--- src/core/sbbp_defines.vh ---
// constants shared by the six-bit port files
`ifndef SBBP_DEFINES_VH
`define SBBP_DEFINES_VH

// ------------------------------------------------------------
// widths
// ------------------------------------------------------------
`define SBBP_NPINS        6
`define SBBP_AW           8
`define SBBP_DW           8

// ------------------------------------------------------------
// register offsets
// ------------------------------------------------------------
`define SBBP_ADDR_PORT    8'h05
`define SBBP_ADDR_DIR     8'h85
`define SBBP_ADDR_ACFG    8'h9F
`define SBBP_ADDR_BSET    8'hE5
`define SBBP_ADDR_BCLR    8'hE6

// ------------------------------------------------------------
// reset values
// ------------------------------------------------------------
`define SBBP_DIR_RST      6'h3F
`define SBBP_LAT_RST      6'h00
`define SBBP_CFG_RST      4'h0
`define SBBP_JUST_RST     1'b0

// ------------------------------------------------------------
// field positions and special pins
// ------------------------------------------------------------
`define SBBP_CFG_MSB      3
`define SBBP_CFG_LSB      0
`define SBBP_JUST_BIT     7
`define SBBP_OD_PIN       4
`define SBBP_SS_PIN       5

// ------------------------------------------------------------
// pin_config_field codes
// ------------------------------------------------------------
`define SBBP_CFG_DIG_HI   3'h3
`define SBBP_CFG_SS_A     4'h4
`define SBBP_CFG_SS_B     4'h5
`define SBBP_CFG_SS_C     4'hD
`define SBBP_CFG_SS_D     4'hE
`define SBBP_CFG_SS_E     4'hF
`define SBBP_ALL_ANALOG   6'h2F
`define SBBP_LOW_ANALOG   6'h0F
`define SBBP_NO_ANALOG    6'h00

`endif

--- src/core/sbbp_port.v ---
// six-bit bidirectional port with direction and analog config registers
//
// Contract
// - six pins, each with own output latch and own direction bit.
// - direction bit one turns the pin driver off; pin is an input.
// - direction bit zero drives the pin from its latch bit.
// - port reads return pin levels; port writes update the latches.
// - bit set/clear writes are read-modify-write: sample pins, modify, store latch; plain port writes store the data.
// - pin four feeds timer clock input; its output only pulls low.
// - other pins analog or reference; config field picks analog or digital.
// - after reset analog-capable pins are analog and read as zero.
// - pin five is also serial slave select and an analog channel.
// - direction register resets to all six bits set on every reset.
// - unimplemented bits of all three registers read as zero.
// - an enabled timer clock or slave select owns its pin, not general I/O.
//
// Chosen here: the strobed register port.
`timescale 1ns/1ns
`include "sbbp_defines.vh"

module sbbp_port (
	input  wire                    core_clk,
	input  wire                    rstn,
	input  wire [`SBBP_AW-1:0]     reg_addr,
	input  wire [`SBBP_DW-1:0]     reg_wdata,
	input  wire                    reg_wr,
	input  wire                    reg_rd,
	output reg  [`SBBP_DW-1:0]     reg_rdata,
	input  wire [`SBBP_NPINS-1:0]  pin_in,
	output reg  [`SBBP_NPINS-1:0]  pin_out,
	output reg  [`SBBP_NPINS-1:0]  pin_oe,
	input  wire                    timer_clk_sel,
	input  wire                    ssel_en,
	output reg                     timer_ext_clock_in,
	output reg                     slave_select_n,
	output reg  [`SBBP_NPINS-1:0]  analog_chan_en,
	output reg                     result_justify
);

	// ------------------------------------------------------------
	// decode helpers
	// ------------------------------------------------------------

	// analog pins for a given pin_config_field value
	function [`SBBP_NPINS-1:0] analog_mask;
		input [`SBBP_CFG_MSB:`SBBP_CFG_LSB] cfg;
		begin
			if (cfg[`SBBP_CFG_MSB:`SBBP_CFG_LSB+1] == `SBBP_CFG_DIG_HI) begin
				analog_mask = `SBBP_NO_ANALOG;
			end else if (cfg == `SBBP_CFG_SS_A || cfg == `SBBP_CFG_SS_B ||
				cfg == `SBBP_CFG_SS_C || cfg == `SBBP_CFG_SS_D ||
				cfg == `SBBP_CFG_SS_E) begin
				analog_mask = `SBBP_LOW_ANALOG; // pin five left digital
			end else begin
				analog_mask = `SBBP_ALL_ANALOG;
			end
		end
	endfunction

	// address match, one place so all write decodes agree
	function hit;
		input [`SBBP_AW-1:0] a;
		input [`SBBP_AW-1:0] b;
		begin
			hit = (a == b);
		end
	endfunction

	// ------------------------------------------------------------
	// state
	// ------------------------------------------------------------
	reg  [`SBBP_NPINS-1:0]          latch_r;
	reg  [`SBBP_NPINS-1:0]          latch_nxt;
	reg  [`SBBP_NPINS-1:0]          dir_r;
	reg  [`SBBP_NPINS-1:0]          dir_nxt;
	reg  [`SBBP_CFG_MSB:0]          cfg_r;
	reg  [`SBBP_CFG_MSB:0]          cfg_nxt;
	reg                             just_r;
	reg                             just_nxt;
	reg  [`SBBP_DW-1:0]             rdata_nxt;
	wire [`SBBP_NPINS-1:0]          pin_sync;
	wire [`SBBP_NPINS-1:0]          amask;
	wire [`SBBP_NPINS-1:0]          pin_level;
	wire [`SBBP_NPINS-1:0]          force_in;
	wire [`SBBP_NPINS-1:0]          eff_dir;
	wire [`SBBP_NPINS-1:0]          oe_nxt;
	wire [`SBBP_NPINS-1:0]          out_nxt;
	wire [`SBBP_DW-1:0]             port_view;
	wire [`SBBP_DW-1:0]             dir_view;
	wire [`SBBP_DW-1:0]             cfg_view;
	wire [`SBBP_DW-1:0]             lat_view;
	wire                            wr_port;
	wire                            wr_dir;
	wire                            wr_cfg;
	wire                            wr_bset;
	wire                            wr_bclr;
	genvar                          g;

	// ------------------------------------------------------------
	// pin input synchronisation
	// ------------------------------------------------------------

	// pads are asynchronous to core_clk, so nothing reads them raw
	sbbp_sync #(
		.W        (`SBBP_NPINS)
	) u_sync (
		.core_clk (core_clk),
		.rstn     (rstn),
		.async_in (pin_in),
		.sync_out (pin_sync)
	);

	// ------------------------------------------------------------
	// digital view of the pins
	// ------------------------------------------------------------

	// analog pins have their digital buffer off and read as zero
	assign amask = analog_mask(cfg_r);

	// one input buffer per pin, gated while the pin is analog
	generate
		for (g = 0; g < `SBBP_NPINS; g = g + 1) begin : g_dig
			assign pin_level[g] = pin_sync[g] & ~amask[g];
		end
	endgenerate

	// ------------------------------------------------------------
	// pin ownership
	// ------------------------------------------------------------

	// an enabled timer clock or slave select takes its pin: the driver is forced off
	// whatever the direction bit says, so the pin stops being I/O
	generate
		for (g = 0; g < `SBBP_NPINS; g = g + 1) begin : g_own
			if (g == `SBBP_OD_PIN) begin : g_tmr
				assign force_in[g] = timer_clk_sel;
			end else if (g == `SBBP_SS_PIN) begin : g_ssel
				assign force_in[g] = ssel_en;
			end else begin : g_gpio
				assign force_in[g] = 1'b0;
			end
		end
	endgenerate

	// analog use leaves the driver to the direction bit alone
	assign eff_dir = dir_r | force_in;

	// ------------------------------------------------------------
	// register write decode
	// ------------------------------------------------------------
	// one strobe per register; unmapped addresses match none
	assign wr_port = reg_wr && hit(reg_addr, `SBBP_ADDR_PORT);
	assign wr_dir  = reg_wr && hit(reg_addr, `SBBP_ADDR_DIR);
	assign wr_cfg  = reg_wr && hit(reg_addr, `SBBP_ADDR_ACFG);
	assign wr_bset = reg_wr && hit(reg_addr, `SBBP_ADDR_BSET);
	assign wr_bclr = reg_wr && hit(reg_addr, `SBBP_ADDR_BCLR);

	// ------------------------------------------------------------
	// next-state of the registers
	// ------------------------------------------------------------

	// latch: plain write takes the data, set/clear start from pin
	// levels, so an input pin's level is copied into its latch
	always @* begin
		latch_nxt = latch_r;
		if (wr_port) begin
			latch_nxt = reg_wdata[`SBBP_NPINS-1:0];
		end
		if (wr_bset) begin
			latch_nxt = pin_level | reg_wdata[`SBBP_NPINS-1:0];
		end
		if (wr_bclr) begin
			latch_nxt = pin_level & ~reg_wdata[`SBBP_NPINS-1:0];
		end
	end

	// direction: whole-register write only
	always @* begin
		dir_nxt = dir_r;
		if (wr_dir) begin
			dir_nxt = reg_wdata[`SBBP_NPINS-1:0];
		end
	end

	// analog config: field and justify bit, gap bits dropped
	always @* begin
		cfg_nxt  = cfg_r;
		just_nxt = just_r;
		if (wr_cfg) begin
			cfg_nxt  = reg_wdata[`SBBP_CFG_MSB:`SBBP_CFG_LSB];
			just_nxt = reg_wdata[`SBBP_JUST_BIT];
		end
	end

	// ------------------------------------------------------------
	// register flops
	// ------------------------------------------------------------

	// every reset source arrives on rstn; the latch value is ours,
	// harmless since pins stay inputs until direction is cleared
	always @(posedge core_clk or negedge rstn) begin
		if (!rstn) begin
			latch_r <= `SBBP_LAT_RST;
		end else begin
			latch_r <= latch_nxt;
		end
	end

	// all six pins inputs after any reset
	always @(posedge core_clk or negedge rstn) begin
		if (!rstn) begin
			dir_r <= `SBBP_DIR_RST;
		end else begin
			dir_r <= dir_nxt;
		end
	end

	// config resets to analog on every pin but four, so those pins start isolated
	always @(posedge core_clk or negedge rstn) begin
		if (!rstn) begin
			cfg_r  <= `SBBP_CFG_RST;
			just_r <= `SBBP_JUST_RST;
		end else begin
			cfg_r  <= cfg_nxt;
			just_r <= just_nxt;
		end
	end

	// ------------------------------------------------------------
	// read path
	// ------------------------------------------------------------

	// register views padded to bus width; unused bits tie to zero
	assign port_view = {{(`SBBP_DW-`SBBP_NPINS){1'b0}}, pin_level};
	assign dir_view  = {{(`SBBP_DW-`SBBP_NPINS){1'b0}}, dir_r};
	assign cfg_view  = {just_r, {(`SBBP_JUST_BIT-`SBBP_CFG_MSB-1){1'b0}}, cfg_r};
	assign lat_view  = {{(`SBBP_DW-`SBBP_NPINS){1'b0}}, latch_r};

	// data stand one cycle after the strobe and are zero otherwise
	always @* begin
		rdata_nxt = {`SBBP_DW{1'b0}};
		if (reg_rd) begin
			case (reg_addr)
				`SBBP_ADDR_PORT: begin
					rdata_nxt = port_view;
				end
				`SBBP_ADDR_DIR: begin
					rdata_nxt = dir_view;
				end
				`SBBP_ADDR_ACFG: begin
					rdata_nxt = cfg_view;
				end
				`SBBP_ADDR_BSET: begin
					rdata_nxt = lat_view;
				end
				`SBBP_ADDR_BCLR: begin
					rdata_nxt = lat_view;
				end
				default: begin
					rdata_nxt = {`SBBP_DW{1'b0}};
				end
			endcase
		end
	end

	// ------------------------------------------------------------
	// pin driver control
	// ------------------------------------------------------------

	// one driver slice per pin; the open-drain slice only sinks
	generate
		for (g = 0; g < `SBBP_NPINS; g = g + 1) begin : g_drv
			if (g == `SBBP_OD_PIN) begin : g_od
				// high level comes from the external pull-up, never from us
				assign oe_nxt[g]  = ~eff_dir[g] & ~latch_r[g];
				assign out_nxt[g] = 1'b0;
			end else begin : g_pp
				// push-pull: direction one floats, zero shows the latch
				assign oe_nxt[g]  = ~eff_dir[g];
				assign out_nxt[g] = latch_r[g];
			end
		end
	endgenerate

	// ------------------------------------------------------------
	// output flops
	// ------------------------------------------------------------

	// read data held exactly one cycle, then back to zero
	always @(posedge core_clk or negedge rstn) begin
		if (!rstn) begin
			reg_rdata <= {`SBBP_DW{1'b0}};
		end else begin
			reg_rdata <= rdata_nxt;
		end
	end

	// pad stage registered so pads see clean levels; drivers off in reset
	always @(posedge core_clk or negedge rstn) begin
		if (!rstn) begin
			pin_out <= {`SBBP_NPINS{1'b0}};
			pin_oe  <= {`SBBP_NPINS{1'b0}};
		end else begin
			pin_out <= out_nxt;
			pin_oe  <= oe_nxt;
		end
	end

	// schmitt buffer is never analog, so pin four is always passed on
	always @(posedge core_clk or negedge rstn) begin
		if (!rstn) begin
			timer_ext_clock_in <= 1'b0;
		end else begin
			timer_ext_clock_in <= pin_sync[`SBBP_OD_PIN];
		end
	end

	// select idles inactive; an analog pin five reads low and would
	// select us, so software keeps that pin digital while enabled
	always @(posedge core_clk or negedge rstn) begin
		if (!rstn) begin
			slave_select_n <= 1'b1;
		end else begin
			slave_select_n <= ssel_en ? pin_level[`SBBP_SS_PIN] : 1'b1;
		end
	end

	// analog channel enables for the converter input mux
	always @(posedge core_clk or negedge rstn) begin
		if (!rstn) begin
			analog_chan_en <= {`SBBP_NPINS{1'b0}};
		end else begin
			analog_chan_en <= amask;
		end
	end

	// result alignment choice handed on to the converter
	always @(posedge core_clk or negedge rstn) begin
		if (!rstn) begin
			result_justify <= `SBBP_JUST_RST;
		end else begin
			result_justify <= just_r;
		end
	end

endmodule // sbbp_port

--- src/core/sbbp_sync.v ---
// two-flop synchroniser bank for the port pins
`timescale 1ns/1ns

module sbbp_sync #(
	parameter W = 6
) (
	input  wire         core_clk,
	input  wire         rstn,
	input  wire [W-1:0] async_in,
	output wire [W-1:0] sync_out
);

	// ------------------------------------------------------------
	// per-bit double flop
	// ------------------------------------------------------------
	genvar i;
	generate
		for (i = 0; i < W; i = i + 1) begin : g_bit
			reg meta_r;
			reg stable_r;
			// first flop feeds only the second, never any logic
			always @(posedge core_clk or negedge rstn) begin
				if (!rstn) begin
					meta_r   <= 1'b0;
					stable_r <= 1'b0;
				end else begin
					meta_r   <= async_in[i];
					stable_r <= meta_r;
				end
			end
			assign sync_out[i] = stable_r;
		end
	endgenerate

endmodule // sbbp_sync

--- config.mk ---
export PLATFORM = sky130hd
export DESIGN_NAME = sbbp_port
export DESIGN_NICKNAME = d
export VERILOG_FILES = /design/src/core/sbbp_port.v /design/src/core/sbbp_sync.v
export VERILOG_INCLUDE_DIRS = /design/src /design/src/core
export SDC_FILE = /design/constraint.sdc
export NUM_CORES = 1
export LEC_CHECK = 0
export ABC_AREA = 0
export BUFFER_PORTS_ARGS = -buffer_cell sky130_fd_sc_hd__buf_2
export CAP_MARGIN = 20
export CORE_MARGIN = 5
export CORE_UTILIZATION = 45
export DETAILED_ROUTE_END_ITERATION = 10
export GPL_ROUTABILITY_DRIVEN = 1
export GPL_TIMING_DRIVEN = 0
export PLACE_DENSITY_LB_ADDON = 0.25
export SLEW_MARGIN = 40
export SYNTH_ARGS = -nofsm -noshare
export SYNTH_HDL_FRONTEND = slang
export SYNTH_HIERARCHICAL = 1
export SYNTH_SLANG_ARGS = --single-unit
export TNS_END_PERCENT = 5
--- constraint.sdc ---
create_clock -name core_clk -period 2 [get_ports core_clk]
set_input_delay 0.3 -clock core_clk [delete_from_list [all_inputs] [get_ports core_clk]]
set_output_delay 0.3 -clock core_clk [all_outputs]
set_load 0.03 [all_outputs]
# Word level (Yosys, flattened, before mapping)
# Index checks and enable logic that the tools add are counted.
# classes
n_reduce_logical	11
mux	8
n_eq_ne	11
bitwise_logic	24
# op_table
op	n
$eq A8 B8 Y1 const B	4
$pmux W8 S4	1
$mux W6	5
$not A1 Y1	13
$eq A4 B4 Y1 const B	3
$or A6 B6 Y6	2
$eq A4 B3 Y1 const B	2
$eq A8 B3 Y1 const B	1
$mux W8	1
$and A1 B1 Y1	7
$and A6 B6 Y6	1
$not A6 Y6	1
$logic_and A1 B1 Y1	5
$logic_or A1 B1 Y1	4
$eq A3 B2 Y1 const B	1
$reduce_bool A3 Y1	1
$reduce_or A2 Y1	1
$mux W1	1
# word_totals
wordCells	77
out_inout_bits	29
inputBits	28
register_bits	57

# Depth between registers and ports, before layout
# depth
word_depth	12
ltp_mapped	5
depth_no_buf	4

# Hierarchy
# Netlist, hierarchy kept.
# by_module_without_submodules
mod	instances	area_per_inst_um2	cells_each	seq_area_each_um2
sbbp_port	1	1779.2	146	1009.7
sbbp_sync	1	345.3	18	300.3

# Worst setup path after synthesis
# Ideal clock, no wire load.
# synth_path
path_type	in2reg
startpoint	input port reg_addr[5]
endpoint	register just_r
stages	4
setup_ns	0.125
path_buffers	1
required_ns	1.875
arrival_ns	1.638
slack_ns	0.237
cell_sequence	or3b_4 -> or4_4 -> buf_6 -> mux2_4
# synth_via
elab_chain_cells	2
# synth_rtl
element	line	rtl
start, declared	sbbp_port.v:24	input wire [`SBBP_AW-1:0] reg_addr,
$eq A8 B8 Y1	sbbp_port.v:65	hit = (a == b);
$logic_and A1 B1 Y1	sbbp_port.v:154	assign wr_cfg = reg_wr && hit(reg_addr, `SBBP_ADDR_ACFG);
end signal, assigned	sbbp_port.v:222	just_r <= `SBBP_JUST_RST;
end signal, assigned	sbbp_port.v:225	just_r <= just_nxt;
end, declared	sbbp_port.v:78	reg just_r;
# No other way between the ends.
# A chain may end at the register's enable or synchronous reset.

# Worst setup path after layout
# layout_path
startpoint	input port reg_addr[3]
endpoint	register latch_r[1]
# layout_via
elab_chain_cells	4
word_cells_on_any_way	9
classes_between	3 x eq/ne; 2 x mux; 4 x reduce/logical
# layout_rtl
element	line	rtl
$eq A8 B8 Y1	sbbp_port.v:65	
$logic_and A1 B1 Y1	sbbp_port.v:155	assign wr_bset = reg_wr && hit(reg_addr, `SBBP_ADDR_BSET);
$mux W6	sbbp_port.v:169	if (wr_bset) begin
$mux W6	sbbp_port.v:172	if (wr_bclr) begin
end signal, assigned	sbbp_port.v:203	latch_r <= `SBBP_LAT_RST;
end signal, assigned	sbbp_port.v:205	latch_r <= latch_nxt;
end, declared	sbbp_port.v:72	reg [`SBBP_NPINS-1:0] latch_r;
# Several ways; a longest one is shown, not always the timed one.

==> results by group <==
Status
  – Status: finished clean

Global routing
  – Overall routing resource usage: between 10% and 20%
  – Initial antenna violation count: 0
  – Largest net degree at the start of global routing: 53
  – First-pass GRT wire length: 7.13 mm
  – Vias in the first global route: 1,482
  – GRT overflow: 0

Critical path
  – Critical path's slowest cell: or3b_2
  – Critical path arrival: around 2.0 ns
  – Buf/Inv on CP: 1
  – Worst path required time: 2.18 ns
  – Crit-path cells: buf_2, or3b_2, nor4_4, o21ai_2, mux2_2
  – Largest delay contributor family on the critical path: simple AND/OR/NAND/NOR gates
  – CP Capture Type: flip-flop
  – Worst stage delay on the critical path: roughly 0.55 ns
  – Crit path depth: 5
  – Worst reg-to-reg path cell count: 4
  – CP Launch Type: input port
  – CP Class: input port to flip-flop
  – Critical path peak fanout: 7

Synthesis
  – YS warnings: 6
  – Synth Flop Type: dfrtp_1
  – Post-synth EDFFs: 0
  – Post-synthesis sequential area ratio: 61.7%
  – Largest family of logic cells by synthesized area: simple AND/OR/NAND/NOR gates
  – Most frequent cell after synthesis: dfrtp_1
  – Largest cells by area after synthesis: dfrtp_1, dfstp_2, buf_4
  – Mux cell area share after synthesis: 7.18%
  – Count of different cell masters after synthesis: 38
  – Adder-Cell Fraction of Synth Area: 0%
  – Synth Area in Compound Gates: approximately 11%
  – Number of synthesized register bits: 52
  – Post-Synthesis Cells: 164
  – Synth area leader: dfrtp_1
  – Simple-gate share of the synthesized area: around an eighth
  – Area of the mapped netlist: 0.00212 mm^2
  – Synth Area in XOR/XNOR: 0.412%
  – Top post-synthesis cells by count: dfrtp_1, inv_1, buf_4
  – Post-synthesis area per instance: 13.0 um^2
  – Post-synth top area share: 53.0%
  – Post-synth ARST share: 100%

Layout
  – Layout cells sized above 1: 45.1%
  – Fin cells: 280
  – Util after Layout: 55.0%
  – Fillers: ~400
  – Multi-input gate area: between 600 and 700 um^2
  – P&R area growth vs syn: 20.6%
  – Reg area: 0.00131 mm^2
  – ANT cells: 0
  – Nets: 253
  – Final Cell Area: between 0.002 and 0.003 mm^2

Die
  – Num rows: 25
  – Die ar.: 0.00620 mm^2
  – Die extent in x: 78.7 um
  – Io pins: 57
  – Die height: 78.7 um
  – Core footprint: ~0.0047 mm^2
  – Initial Util: 45.6%

Place
  – DP HPWL: 3.12 mm
  – Placed Cells: 272
  – Placed cell area: 0.00247 mm^2
  – IO buf count: 52
  – Routability Congestion: 0.797

Clock tree
  – CTS tree: done
  – Hold buffers post-CTS: 0
  – Clock slew at reported path FFs: ~0.090 ns
  – Worst-skew pair later-pin latency: 0.30 ns
  – PostCTS Resize Cnt: 0
  – Clock root buffer master: clkbuf_8
  – CTS Sinks: 52
  – Inserted Clock Buffers: 5
  – H-tree levels: 2
  – Clk buf depth: 2
  – Post-CTS Setup Bufs: 0

Drt
  – DR DRC count: 0
  – Vias per std cell: 5.16
  – Drt total wl: 4.26 mm
  – WL/cell: 15.2 um
  – Detailed router's first-iteration violation count: 87
  – TritonRoute pass-1 iters: 4
  – Total number of vias: between 1,000 and 1,500
  – Post-detailed-route count of antenna-violating nets: 0

STA
  – Total negative setup slack: 0 ns
  – Final-report setup violation count: 0
  – Final Max Tran Viols: 0
  – Fin crit period: 1.83 ns
  – Worst Tran Pin Value: 0.773 ns
  – Clk_skew: roughly 0.010 ns
  – FMAX: 548 MHz
  – RSZ-0062 raised after global routing: false
  – Final Hold Fails: 0
  – Final Cycle Share: 91.3%
  – Slew headroom: 48.0%

Power and ir drop
  – Leak: 1.31 nW
  – PwrDens: 775 mW/mm^2
  – Maximum vdd drop: between 0.3 and 0.4 mV

Worst hold path
  – Worst hold path class: input port to async pin

Run
  – Maximum capacitance violations: 0
path summary, 6_finish.rpt:
path,slack (ns),from,to
worst min-delay path,0.02,rstn,reg_rdata[3]
worst min register to register,0.35,u_sync/g_bit[4].meta_r,u_sync/g_bit[4].stable_r
min in group core_clk,0.10,pin_in[1],u_sync/g_bit[1].meta_r
worst max-delay path,0.17,reg_addr[3],latch_r[1]
worst max register to register,0.28,cfg_r[3],latch_r[1]
max in group asynchronous,1.57,rstn,pin_oe[2]
through the flow:
stage          total power [W]  hold WS, ns  setup WS (ns)
3_3_place_gp           0.00139        0.333         -0.152
6_report               0.00199       0.0160          0.175
2_1_floorplan          0.00130      0.00441          0.237
3_5_place_dp           0.00140        0.335         -0.109
5_1_grt                0.00208       0.0704          0.149
4_1_cts                0.00200       0.0369          0.203
power by group:
part | internal, W | switching, W | total, W
Clock | 0.000282 | 0.000328 | 0.000610
Combinational | 0.0000843 | 0.000146 | 0.000230
Sequential | 0.00112 | 0.0000293 | 0.00115
cell families after synthesis:
family,count (synthesis)
flip-flops,52
AND/OR/NAND/NOR,34
AO/OA/AOI/OAI,32
buffers and inverters,30
multiplexers,14
XOR/XNOR,1
other,1
layer usage:
metal,global-route usage (%),part of all wire (%),vias up
met5,0,0,-
met4,4.20,0.89,0
met3,3.85,6.4,4
met2,24.8,51,50
met1,18.9,42,704
li1,-,-,688
layout make-up:
class	instances	area share (%)
Sequential cell	52	51.1
Timing Repair Buffer	52	10.3
Multi-Input combinational cell	84	25.9
Clock buffer	7	3.37
Tap cell	54	2.64
Clock inverter	1	0.293
Inverter	16	2.34
Buffer	14	4.10
placed cells by master, fill, tap and decap left out, drive strengths merged, types with 2 or more instances in the layout:
cell / n
nand2: 9
a22oi: 4
nor4: 6
mux2i: 7
nor2: 3
clkbuf: 8
inv: 16
a21oi: 5
dfrtp: 45
and3: 3
nor2b: 2
a31oi: 8
mux2: 7
a31o: 4
nor3: 2
a32oi: 4
conb: 3
or3b: 3
dfstp: 7
o21ai: 5
buf: 65
registers in the layout (all words and copies together), names as in the netlist, 2 cells and up:
name                   count
u_sync/g_bit.meta_r        6
pin_oe                     6
u_sync/g_bit.stable_r      6
latch_r                    6
analog_chan_en             2
dir_r                      6
cfg_r                      4
pin_out                    5
reg_rdata                  7
(Power assumes the default switching activity.)
